--- config.mk ---
export PLATFORM = sky130hd
export DESIGN_NAME = csr_cpu_status
export DESIGN_NICKNAME = d
export VERILOG_FILES = /design/src/csr_pkg.sv /design/src/csr_evt_if.sv /design/src/csr_cpu_status.sv /design/src/csr_evt_bank.sv
export SDC_FILE = /design/constraint.sdc
export NUM_CORES = 1
export LEC_CHECK = 0
export ABC_CLOCK_PERIOD_IN_PS = 4900
export BUFFER_PORTS_ARGS = -buffer_cell sky130_fd_sc_hd__buf_2
export CAP_MARGIN = 20
export CELL_PAD_IN_SITES_DETAIL_PLACEMENT = 0
export CELL_PAD_IN_SITES_GLOBAL_PLACEMENT = 1
export CORE_ASPECT_RATIO = 1.5
export CORE_UTILIZATION = 33
export DETAILED_ROUTE_END_ITERATION = 12
export HOLD_SLACK_MARGIN = 0.05
export PLACE_DENSITY_LB_ADDON = 0.05
export SLEW_MARGIN = 5
export SYNTH_ARGS = -nofsm -noshare
export SYNTH_HDL_FRONTEND = slang
export SYNTH_SLANG_ARGS = --single-unit
--- constraint.sdc ---
create_clock -name CLK_SYS_IN -period 4.9 [get_ports CLK_SYS_IN]
set_clock_uncertainty 0.2 [all_clocks]
set_input_delay 0.49 -clock CLK_SYS_IN [delete_from_list [all_inputs] [get_ports CLK_SYS_IN]]
set_output_delay 0.49 -clock CLK_SYS_IN [all_outputs]
set_load 0.05 [all_outputs]
--- src/csr_pkg.sv ---
// Constants for the CPU status and reset flag block.
// Assumes a single 100 MHz core clock and a 32-bit classic Wishbone slave port.
package csr_pkg;

	// ==========================================================
	// Register indices (byte address is four times the index)
	localparam logic [5:0] IDX_IRQ_EN   = 6'h00;
	localparam logic [5:0] IDX_IRQ_SRC  = 6'h01;
	localparam logic [5:0] IDX_EVT_STAT = 6'h02;
	localparam logic [5:0] IDX_EVT_MASK = 6'h03;
	localparam logic [5:0] IDX_STATUS   = 6'h06;

	// ==========================================================
	// Status register fields
	localparam int BIT_BOR   = 0;
	localparam int BIT_POR   = 1;
	localparam int BIT_PD    = 2;
	localparam int BIT_TO    = 3;
	localparam int BIT_GLINT = 4;
	localparam int BIT_STK   = 5;
	localparam logic [7:0] STATUS_RST  = 8'h3D;
	localparam logic [7:0] STATUS_WMSK = 8'h13;
	localparam logic [7:0] STATUS_IMPL = 8'h3F;

	// ==========================================================
	// Stack, sources, events, clock divider
	localparam logic [3:0] SP_FULL   = 4'hF;
	localparam int         SRC_W     = 8;
	localparam logic [7:0] IRQ_EN_RST = 8'h00;
	localparam int         EVT_W     = 4;
	localparam int         EVT_STK   = 0;
	localparam int         EVT_WDT   = 1;
	localparam int         EVT_BOR   = 2;
	localparam int         EVT_SLP   = 3;
	localparam logic [EVT_W-1:0] EVT_RST = 4'h0;
	localparam logic [1:0] CLKDIV_RST = 2'h0;

endpackage : csr_pkg

--- src/csr_evt_if.sv ---
// Carrier between the status block and its sticky event bank.
// Assumes both ends share the core clock.
`timescale 1ns/10ps
`default_nettype none
interface csr_evt_if;
	import csr_pkg::*;
	logic [EVT_W-1:0] evt;
	logic [EVT_W-1:0] wr_data;
	logic             clr_we;
	logic             mask_we;
	logic [EVT_W-1:0] status;
	logic [EVT_W-1:0] mask;
	logic             irq;

	modport ctl  (output evt, wr_data, clr_we, mask_we, input status, mask, irq);
	modport bank (input evt, wr_data, clr_we, mask_we, output status, mask, irq);
endinterface : csr_evt_if
`default_nettype wire

--- src/csr_cpu_status.sv ---
// CPU status and reset flag register with Wishbone slave and interrupt gate.
// Assumes core events arrive as one-cycle pulses on the core clock.
`timescale 1ns/10ps
`default_nettype none
// Function
// - Stack free flag clears on any cycle where the stack pointer input equals Fh and no device reset is active.
// - After clearing, stack free flag returns to one only on device reset or power-on reset.
// - Global interrupt mask bit 4 high blocks all sources at CPU_IRQ_OUT (not IRQ_OUT); low allows unmasked.
// - With interrupts enabled, only individually enabled sources raise an interrupt.
// - Watchdog expiry flag set by power-up, watchdog clear, sleep; cleared by timeout.
// - Power down flag set by power-up or watchdog clear; cleared by sleep.
// - Power-on reset clears bit 1; software writes it back to one.
// - With brownout detect enabled, brownout reset clears bit 0; software sets it.
// - Writes to watchdog expiry, power down and stack free flags are ignored.
// - Upper two register bits are unimplemented and read as zero.
// - After power-on reset bits 5,4,3,2,0 read one and bit 1 zero.
// - In RC mode the clock output pin carries oscillator divided by four.
// - Brownout below trip point holds device in reset until supply recovers.
module csr_cpu_status
	import csr_pkg::*;
(
	input  wire logic             CLK_SYS_IN,
	input  wire logic             RESET_N_IN,
	input  wire logic             CE_IN,
	// Wishbone slave
	input  wire logic             WB_CYC_IN,
	input  wire logic             WB_STB_IN,
	input  wire logic             WB_WE_IN,
	input  wire logic [7:0]       WB_ADR_IN,
	input  wire logic [3:0]       WB_SEL_IN,
	input  wire logic [31:0]      WB_DAT_IN,
	output logic      [31:0]      WB_DAT_OUT,
	output logic                  WB_ACK_OUT,
	// Core events and levels
	input  wire logic [3:0]       STACK_PTR_IN,
	input  wire logic             WATCHDOG_CLEAR_INSTR_IN,
	input  wire logic             SLEEP_INSTR_IN,
	input  wire logic             WATCHDOG_TIMEOUT_IN,
	input  wire logic             DEVICE_RESET_IN,
	input  wire logic             BROWNOUT_LOW_IN,
	input  wire logic             BROWNOUT_DETECT_FUSE_IN,
	input  wire logic             RC_MODE_IN,
	input  wire logic [SRC_W-1:0] IRQ_SOURCES_IN,
	// Outputs
	output logic                  CPU_IRQ_OUT,
	output logic                  BROWNOUT_RESET_OUT,
	output logic                  CLOCK_OUT,
	output logic                  IRQ_OUT
);
	logic [7:0]       status_q;
	logic [7:0]       status_d;
	logic [SRC_W-1:0] irq_en_q;
	logic [SRC_W-1:0] irq_en_d;
	logic             ack_q;
	logic             ack_d;
	logic [31:0]      dat_q;
	logic [31:0]      dat_d;
	logic             cpu_irq_q;
	logic             cpu_irq_d;
	logic             bor_hold_q;
	logic             bor_hold_d;
	logic [1:0]       div_q;
	logic [1:0]       div_d;
	logic             clk_out_q;
	logic             clk_out_d;

	logic             bus_req;
	logic             bus_wr;
	logic             wr_lane0;
	logic [5:0]       reg_idx;
	logic             bor_trip;
	logic             dev_reset;
	logic [EVT_W-1:0] evt_pulse;

	csr_evt_if evt_bus ();

	// ==========================================================
	// Bus decode
	assign reg_idx  = WB_ADR_IN[7:2];
	assign bus_req  = WB_CYC_IN & WB_STB_IN & ~ack_q;
	assign bus_wr   = bus_req & WB_WE_IN;
	assign wr_lane0 = bus_wr & WB_SEL_IN[0];

	// Brownout only counts when the fuse enables detection
	assign bor_trip  = BROWNOUT_LOW_IN & BROWNOUT_DETECT_FUSE_IN;
	assign dev_reset = DEVICE_RESET_IN | bor_trip;

	// ==========================================================
	// Status register next value
	always_comb begin
		status_d = status_q;
		if (wr_lane0 && reg_idx == IDX_STATUS) begin
			// Only the writable bits follow the bus
			status_d = (status_q & ~STATUS_WMSK) | (WB_DAT_IN[7:0] & STATUS_WMSK);
		end
		if (WATCHDOG_CLEAR_INSTR_IN) begin
			status_d[BIT_TO] = 1'b1;
			status_d[BIT_PD] = 1'b1;
		end
		if (SLEEP_INSTR_IN) begin
			status_d[BIT_TO] = 1'b1;
			status_d[BIT_PD] = 1'b0;
		end
		// Timeout applied last so it is never masked by a clear
		if (WATCHDOG_TIMEOUT_IN) begin
			status_d[BIT_TO] = 1'b0;
		end
		if (STACK_PTR_IN == SP_FULL) begin
			status_d[BIT_STK] = 1'b0;
		end
		if (dev_reset) begin
			// Only a reset restores stack free
			status_d[BIT_STK]   = 1'b1;
			status_d[BIT_GLINT] = 1'b1;
		end
		if (bor_trip) begin
			status_d[BIT_BOR] = 1'b0;
		end
		status_d = status_d & STATUS_IMPL;
	end

	// ==========================================================
	// Interrupt gate, brownout hold, clock divider
	always_comb begin
		irq_en_d = irq_en_q;
		if (wr_lane0 && reg_idx == IDX_IRQ_EN) begin
			irq_en_d = WB_DAT_IN[SRC_W-1:0];
		end
		// Global mask wins over every enabled source
		cpu_irq_d = ~status_q[BIT_GLINT] & (|(IRQ_SOURCES_IN & irq_en_q));
		bor_hold_d = bor_trip;
		div_d      = div_q + 2'h1;
		clk_out_d  = RC_MODE_IN & div_q[1];
	end

	// ==========================================================
	// Event pulses toward the sticky bank
	always_comb begin
		evt_pulse          = '0;
		evt_pulse[EVT_STK] = status_q[BIT_STK] & ~status_d[BIT_STK];
		evt_pulse[EVT_WDT] = WATCHDOG_TIMEOUT_IN;
		evt_pulse[EVT_BOR] = bor_trip & ~bor_hold_q;
		evt_pulse[EVT_SLP] = SLEEP_INSTR_IN;
	end

	assign evt_bus.evt     = evt_pulse;
	assign evt_bus.wr_data = WB_DAT_IN[EVT_W-1:0];
	assign evt_bus.clr_we  = wr_lane0 && reg_idx == IDX_EVT_STAT;
	assign evt_bus.mask_we = wr_lane0 && reg_idx == IDX_EVT_MASK;

	// ==========================================================
	// Bus answer; unmapped reads return zero, writes are dropped
	always_comb begin
		ack_d = bus_req;
		dat_d = dat_q;
		if (bus_req && !WB_WE_IN) begin
			case (reg_idx)
				IDX_STATUS:   dat_d = {24'h000000, status_q & STATUS_IMPL};
				IDX_IRQ_EN:   dat_d = {24'h000000, irq_en_q};
				IDX_IRQ_SRC:  dat_d = {24'h000000, IRQ_SOURCES_IN & irq_en_q};
				IDX_EVT_STAT: dat_d = {28'h0000000, evt_bus.status};
				IDX_EVT_MASK: dat_d = {28'h0000000, evt_bus.mask};
				default:      dat_d = 32'h00000000;
			endcase
		end
	end

	// ==========================================================
	// Registers; this reset is the power-on reset
	always_ff @(posedge CLK_SYS_IN) begin
		if (!RESET_N_IN) begin
			status_q   <= STATUS_RST;
			irq_en_q   <= IRQ_EN_RST;
			ack_q      <= 1'b0;
			dat_q      <= 32'h00000000;
			cpu_irq_q  <= 1'b0;
			bor_hold_q <= 1'b0;
			div_q      <= CLKDIV_RST;
			clk_out_q  <= 1'b0;
		end else if (CE_IN) begin
			status_q   <= status_d;
			irq_en_q   <= irq_en_d;
			ack_q      <= ack_d;
			dat_q      <= dat_d;
			cpu_irq_q  <= cpu_irq_d;
			bor_hold_q <= bor_hold_d;
			div_q      <= div_d;
			clk_out_q  <= clk_out_d;
		end
	end

	csr_evt_bank u_evt_bank (
		.clk_in   (CLK_SYS_IN),
		.rst_n_in (RESET_N_IN),
		.ce_in    (CE_IN),
		.ev       (evt_bus.bank)
	);

	assign WB_ACK_OUT         = ack_q;
	assign WB_DAT_OUT         = dat_q;
	assign CPU_IRQ_OUT        = cpu_irq_q;
	assign BROWNOUT_RESET_OUT = bor_hold_q;
	assign CLOCK_OUT          = clk_out_q;
	assign IRQ_OUT            = evt_bus.irq;
endmodule : csr_cpu_status
`default_nettype wire

--- src/csr_evt_bank.sv ---
// Sticky event status with write-one-to-clear, mask and level interrupt.
// Assumes event pulses and write strobes are synchronous to the clock.
`timescale 1ns/10ps
`default_nettype none
module csr_evt_bank
	import csr_pkg::*;
(
	input  wire logic clk_in,
	input  wire logic rst_n_in,
	input  wire logic ce_in,
	csr_evt_if.bank   ev
);
	logic [EVT_W-1:0] status_q;
	logic [EVT_W-1:0] status_d;
	logic [EVT_W-1:0] mask_q;
	logic [EVT_W-1:0] mask_d;
	logic             irq_q;
	logic             irq_d;

	// ==========================================================
	// Next state
	always_comb begin
		status_d = status_q;
		mask_d   = mask_q;
		if (ev.clr_we) begin
			status_d = status_d & ~ev.wr_data;
		end
		// New event beats a clear in the same cycle
		status_d = status_d | ev.evt;
		if (ev.mask_we) begin
			mask_d = ev.wr_data;
		end
		irq_d = |(status_d & mask_d);
	end

	// ==========================================================
	// Registers
	always_ff @(posedge clk_in) begin
		if (!rst_n_in) begin
			status_q <= EVT_RST;
			mask_q   <= EVT_RST;
			irq_q    <= 1'b0;
		end else if (ce_in) begin
			status_q <= status_d;
			mask_q   <= mask_d;
			irq_q    <= irq_d;
		end
	end

	assign ev.status = status_q;
	assign ev.mask   = mask_q;
	assign ev.irq    = irq_q;
endmodule : csr_evt_bank
`default_nettype wire

Yosys cells after proc, flatten, opt, wreduce, memory -nomap -nowiden
Cells that the tools add are included.
- add/sub/neg operators: 1
- shift-type cells: 0
- equal/unequal tests: 5
- reductions and logical operators: 20
- $lt $le $gt $ge: 0
- bitwise gates (word level): 20
- multiplexer cells: 10
- $mul: 0
- divide/modulo/power cells: 0
- operators with widths (operator ; count):
    one-hot mux 8 bit (5 select lines) ; 1
    AND reduction 2 bit ; 7
    == test 6 x 2 -> 1 bit, second input constant ; 2
    bitwise AND 1 bit ; 9
    bitwise AND 4 bit ; 2
    bitwise AND 8 bit ; 1
    2-to-1 mux 4 bit ; 2
    OR reduction 8 bit ; 1
    == test 6 x 1 -> 1 bit, second input constant ; 1
    == test 6 x 3 -> 1 bit, second input constant ; 1
    zero test 6 bit ; 1
    2-to-1 mux 2 bit ; 3
    2-to-1 mux 6 bit ; 1
    bitwise OR 6 x 5 -> 6 bit ; 1
    logical AND 1 bit ; 5
    == test 4 bit, second input constant ; 1
    NOT 1 bit ; 4
    NOT 4 bit ; 1
    bitwise OR 4 bit ; 1
    nonzero test 2 bit ; 2
    nonzero test 4 bit ; 1
    OR reduction 4 bit ; 1
    2-to-1 mux 1 bit ; 3
    nonzero test 3 bit ; 1
    3 further kinds ; 3
- bits of input ports: 69
- logic and storage cells: 72
- memory bits (writable): 0
- bits in latches: 0
- flip-flop bits (word level): 61
- ROM bits: 0
- memories kept: 0

Logic depth before layout (Yosys ltp)
- depth in word-level cells: 13
- gate-level depth with buffers: 7
- gate-level depth less buffers: 5

By module
From an unflattened synthesis, not the netlist that was laid out.
- cell total of the unflattened synthesis: 227
- area, all modules: 2050.7 µm²
- by module, submodules not included (module ; sequential area each (µm²) ; cells each ; times used ; area an instance (µm²)):
    csr_cpu_status ; 560.5 ; 179 ; 1 ; 1595.3
    csr_evt_bank ; 180.2 ; 48 ; 1 ; 455.4

Worst setup path before layout
OpenSTA, ideal clock, no wires.
- path kind: input port to flip-flop
- start point: in WB_ADR_IN[7]
- end point: reg u_evt_bank.irq_q, in the netlist u_evt_bank.ev.irq
- slack: 2.394 ns
- library setup time: 0.120 ns
- buffers on the path: 1
- required time: 4.580 ns
- arrival time: 2.186 ns
- cell stages on the path: 6
- path through: or4_1 > buf_6 > nor4_4 > mux2i_1 > a21oi_1 > o31a_1
- cells in the longest elaborated chain, start to end: 10
- ends and longest elaborated chain (what ; RTL line ; text):
    from (decl) ; csr_cpu_status.sv:29 ; input wire logic [7:0] WB_ADR_IN,
    == test 6 x 3 -> 1 bit ; csr_cpu_status.sv:92 ; if (wr_lane0 && reg_idx == IDX_STATUS) begin
    logical AND 1 bit ; csr_cpu_status.sv:92 ;
    2-to-1 mux 6 bit ; csr_cpu_status.sv:92 ;
    2-to-1 mux 1 bit ; csr_cpu_status.sv:108 ; if (STACK_PTR_IN == SP_FULL) begin
    2-to-1 mux 2 bit ; csr_cpu_status.sv:111 ; if (dev_reset) begin
    NOT 1 bit ; csr_cpu_status.sv:140 ; evt_pulse[EVT_STK] = status_q[BIT_STK] & ~status_d[BIT_STK];
    bitwise AND 1 bit ; csr_cpu_status.sv:140 ;
    bitwise OR 4 bit ; csr_evt_bank.sv:29 ; status_d = status_d | ev.evt;
    bitwise AND 4 bit (*) ; csr_evt_bank.sv:33 ; irq_d = |(status_d & mask_d);
    OR reduction 4 bit (*) ; csr_evt_bank.sv:33 ;
    to (signal assigned) ; csr_evt_bank.sv:46 ; irq_q <= irq_d;
    to (decl) ; csr_evt_bank.sv:17 ; logic irq_q;
Every way passes the cells marked *; elsewhere a longest branch is shown, timed or not. The select of a mux whose other input is x is not followed.
A chain may end at the register's enable or synchronous reset.

Worst setup path in the final report
Ends and elaborated chain as after synthesis.

==> results.txt <==
----------------------------------------------------
[Outcome]
  Result of the run ... completed

[STA]
  Final Hold Fails ... 0
  Post-route fraction of the period consumed by the critical path ... around 54%
  Setup repair after global routing missed its margin ... false
  Timing-limited maximum frequency ... 376.0 MHz
  Final-layout setup total negative slack ... 0 ns
  Smallest hold slack ... between 0.2 and 0.25 ns
  Max-slew violation total from the final report ... 0
  Actual slew at the worst max-slew pin ... about 1 ns
  Relative slew margins ... between 30% and 40%
  Min setup slack post-route ... 2.240 ns
  Setup-violating endpoint count in the final report ... 0
  Final critical-path required period ... between 2 and 3 ns

[Route]
  DRT Pass-1 Iters ... 4
  Vias after detailed routing ... ~1700
  Average via count per standard cell ... just under 5
  1st-iter DRT viols ... 70
  WL per Instance ... between 10 and 15 um
  Detailed-route wire length ... 5078 um
  Number of antenna-violating nets in the routed design ... 0
  DRC errors left ... 0

[Yosys]
  Top cell type by total area after synthesis ... sky130_fd_sc_hd__dfxtp_1
  Avg Cell Area, Syn ... around 8.4 um^2
  Sequential element share of the synthesized area ... 37.92%
  Dominant synthesized flop cell ... sky130_fd_sc_hd__dfxtp_1
  Ranking of synthesized cells by instance count ... sky130_fd_sc_hd__dfxtp_1 (37), sky130_fd_sc_hd__nor2_1 (28), sky130_fd_sc_hd__buf_4 (24)
  Ys async rst share ... 0%
  Synthesized instance count ... about 230
  Number of flops mapped to enable cells by yosys ... 0
  Total standard cell area after synthesis ... 0.001953 mm^2
  Unique masters post-synth ... 39
  Portion of synthesized cell area occupied by the leading cell type ... around 38%
  Leading cell type by number of instances after synthesis ... sky130_fd_sc_hd__dfxtp_1
  Top cells by area, synth ... sky130_fd_sc_hd__dfxtp_1 (38%), sky130_fd_sc_hd__buf_4 (9.2%), sky130_fd_sc_hd__mux2i_1 (7.7%), sky130_fd_sc_hd__nor2_1 (5.4%), sky130_fd_sc_hd__a21oi_1 (4.6%)
  Number of storage elements in the synthesis netlist ... 37
  Yosys warns ... 0

[Global route]
  Wire length of the first global-routing pass ... just over 8000 um
  Pin count of the biggest net entering global routing ... 33
  GRT Resource Usage Total ... roughly 17%
  Global route overflow ... 0
  Number of antenna violations at the first check in global routing ... 0
  Number of global-route vias before repair ... between 1500 and 2000

[Pwr]
  Cell Pwr Density ... 292.6 mW/mm^2
  Overall power ... 0.6640 mW
  Worst IR Drop VDD ... between 0.1 and 0.15 mV
  Static leakage ... approximately 0.91 nW

[Placement]
  Weighted congestion reported at the end of routability-driven placement ... 0.7367
  Setup slack at placement ... 1.946 ns
  Number of port buffers ... 52
  Detailed placement HPWL ... roughly 3800 um

[Critical path]
  Maximum fanout encountered on the critical timing path ... 10
  Data arrival time of the critical path ... about 2.6 ns
  CP required ... ~4.9 ns
  Startpoint of the worst register-to-register path ... WB_ACK_OUT$_SDFFE_PN0P_
  Worst r2r path cells ... 5
  Type of element capturing the critical path ... flop
  Sort of element at the start of the critical path ... input port
  Category of the critical setup timing path ... input port to flop
  Worst R2R Setup Slack ... roughly 2.7 ns
  Terminus of the critical flop-to-flop path ... u_evt_bank.ev.irq$_SDFFE_PN0P_

[Clock tree]
  Number of levels the H-tree was split into ... 2
  Clock insertion delay at the later pin of the skew report ... just under 0.3 ns
  Clock tree from TritonCTS ... yes
  Count of hold-fix buffers inserted at cts ... 0
  Clk sinks ... 37
  Maximum count of clock buffers along a single path ... 2
  Number of buffers inserted during clock tree synthesis ... 5
  Clock transition at the registers of the reported paths ... roughly 0.070 ns
  Total of cells resized after clock tree synthesis ... 0
  Root buffer selected by CTS ... sky130_fd_sc_hd__clkbuf_8
  Post-CTS setup buffer count ... 0

[Min path]
  Hold Crit Class ... input port to flop
  Hold-critical path depth ... 2
  Worst Hold Path EP ... status_q[3]$_SDFFE_PN1P_
  Source of the worst hold timing path ... RESET_N_IN

[Die]
  Starting density of the core ... around 34%
  Die width ... around 65 um
  Number of I/O pins ... ~110
  Area of the placeable core ... between 0.005 and 0.006 mm^2
  Die height ... 96.22 um
  Area enclosed by the die boundary ... just over 0.006 mm^2
  Number of standard-cell rows in the floorplan ... 34

[Layout]
  Final nets ... between 300 and 400
  Antenna diode count ... 0
  Layout Area Growth over Synthesis ... 16.21%
  Final Core Density ... approximately two fifths
  Share of post-route cells with drive strength above 1 ... between 20% and 30%

[Flow run]
  Maximum Capacitance Violations ... 0

----------------------------------------------------
## stage by stage
step / instance area (um^2) / cells
2_1_floorplan: 2039 / 255
5_1_grt: 2270 / 353
3_5_place_dp: 2168 / 345
6_report: 2270 / 353
4_1_cts: 2270 / 353
3_3_place_gp: 2168 / 345
## flip-flops by register name, indices dropped and copies added (netlist names)
signal,flops
CPU_IRQ_OUT,1
BROWNOUT_RESET_OUT,1
WB_DAT_OUT,8
WB_ACK_OUT,1
u_evt_bank.ev.status,4
CLOCK_OUT,1
u_evt_bank.ev.irq,1
div_q,2
irq_en_q,8
u_evt_bank.ev.mask,4
status_q,6
## critical path, cell delays in order
cell                      delay (ns)
sky130_fd_sc_hd__buf_2          0.10
sky130_fd_sc_hd__or4_1          0.72
sky130_fd_sc_hd__nor4_4         0.66
sky130_fd_sc_hd__mux2i_1        0.31
sky130_fd_sc_hd__o22ai_1        0.11
sky130_fd_sc_hd__o31a_1         0.24
## routing by layer
layer | track usage [%] | up-vias | wire length [um]
met4 | 5.000 | 0 | 57
met5 | 0 | - | 0
li1 | - | 878 | -
met3 | 3.673 | 5 | 199
met2 | 32.38 | 48 | 2668
met1 | 19.41 | 815 | 2152
## power by group
part / switching (mW) / internal (mW)
Clock: 0.107 / 0.127
Sequential: 0.00571 / 0.309
Combinational: 0.0879 / 0.0269
Total: 0.201 / 0.463
## layout by cell type (no fill, tap or decap), types with 2 or more instances in the layout
cell and count:
sky130_fd_sc_hd__a211oi_1 10, sky130_fd_sc_hd__a21oi_1 18, sky130_fd_sc_hd__a221oi_1 3, sky130_fd_sc_hd__a22oi_1 4, sky130_fd_sc_hd__a32oi_1 2, sky130_fd_sc_hd__and2_1 4, sky130_fd_sc_hd__buf_2 52, sky130_fd_sc_hd__clkbuf_8 7
sky130_fd_sc_hd__conb_1 24, sky130_fd_sc_hd__dfxtp_1 37, sky130_fd_sc_hd__inv_1 6, sky130_fd_sc_hd__mux2i_1 15, sky130_fd_sc_hd__nand2_1 16, sky130_fd_sc_hd__nand2b_1 5, sky130_fd_sc_hd__nand3_1 10, sky130_fd_sc_hd__nand3b_1 2
sky130_fd_sc_hd__nand4_1 2, sky130_fd_sc_hd__nor2_1 28, sky130_fd_sc_hd__nor2b_1 3, sky130_fd_sc_hd__nor3_1 2, sky130_fd_sc_hd__nor4_4 2, sky130_fd_sc_hd__o2111ai_1 2, sky130_fd_sc_hd__o211ai_1 3, sky130_fd_sc_hd__o21ai_0 6
sky130_fd_sc_hd__o22ai_1 2, sky130_fd_sc_hd__o32ai_1 2
## cells by family (layout without fill, tap and decap cells)
kind of cell	after synthesis	in the layout	synth area share, %
AND/OR/NAND/NOR	79	79	21.01
AO/OA/AOI/OAI	57	57	19.41
XOR/XNOR	2	2	0.8970
buffers and inverters	41	67	12.88
flip-flops	37	37	37.92
multiplexers	15	15	7.687
other	1	24	0.1920
## worst max path at each step
stage,from,endpoint,slack [ns],depth (start not counted)
6_report,WB_ADR_IN[7],u_evt_bank.ev.irq$_SDFFE_PN0P_,2.24,6
5_1_grt,WB_ADR_IN[7],u_evt_bank.ev.irq$_SDFFE_PN0P_,2.15,6
4_1_cts,WB_ADR_IN[7],u_evt_bank.ev.irq$_SDFFE_PN0P_,2.23,6
3_5_place_dp,WB_ADR_IN[7],u_evt_bank.ev.irq$_SDFFE_PN0P_,1.95,6
3_3_place_gp,WB_ADR_IN[7],u_evt_bank.ev.irq$_SDFFE_PN0P_,1.92,6
2_1_floorplan,WB_ADR_IN[7],u_evt_bank.ev.irq$_SDFFE_PN0P_,2.39,6
## area by class of cell
| class | instances | area [um^2] |
|---|---|---|
| clock buffer | 7 | 96.34 |
| multi-input combinational | 177 | 1047 |
| sequential | 37 | 740.7 |
| inverter | 6 | 22.52 |
| tap | 72 | 90.09 |
| fill | 634 | 3473 |
| clock inverter | 1 | 5.005 |
| timing repair buffer | 53 | 267.8 |
Power figures use the tool's default switching activity.
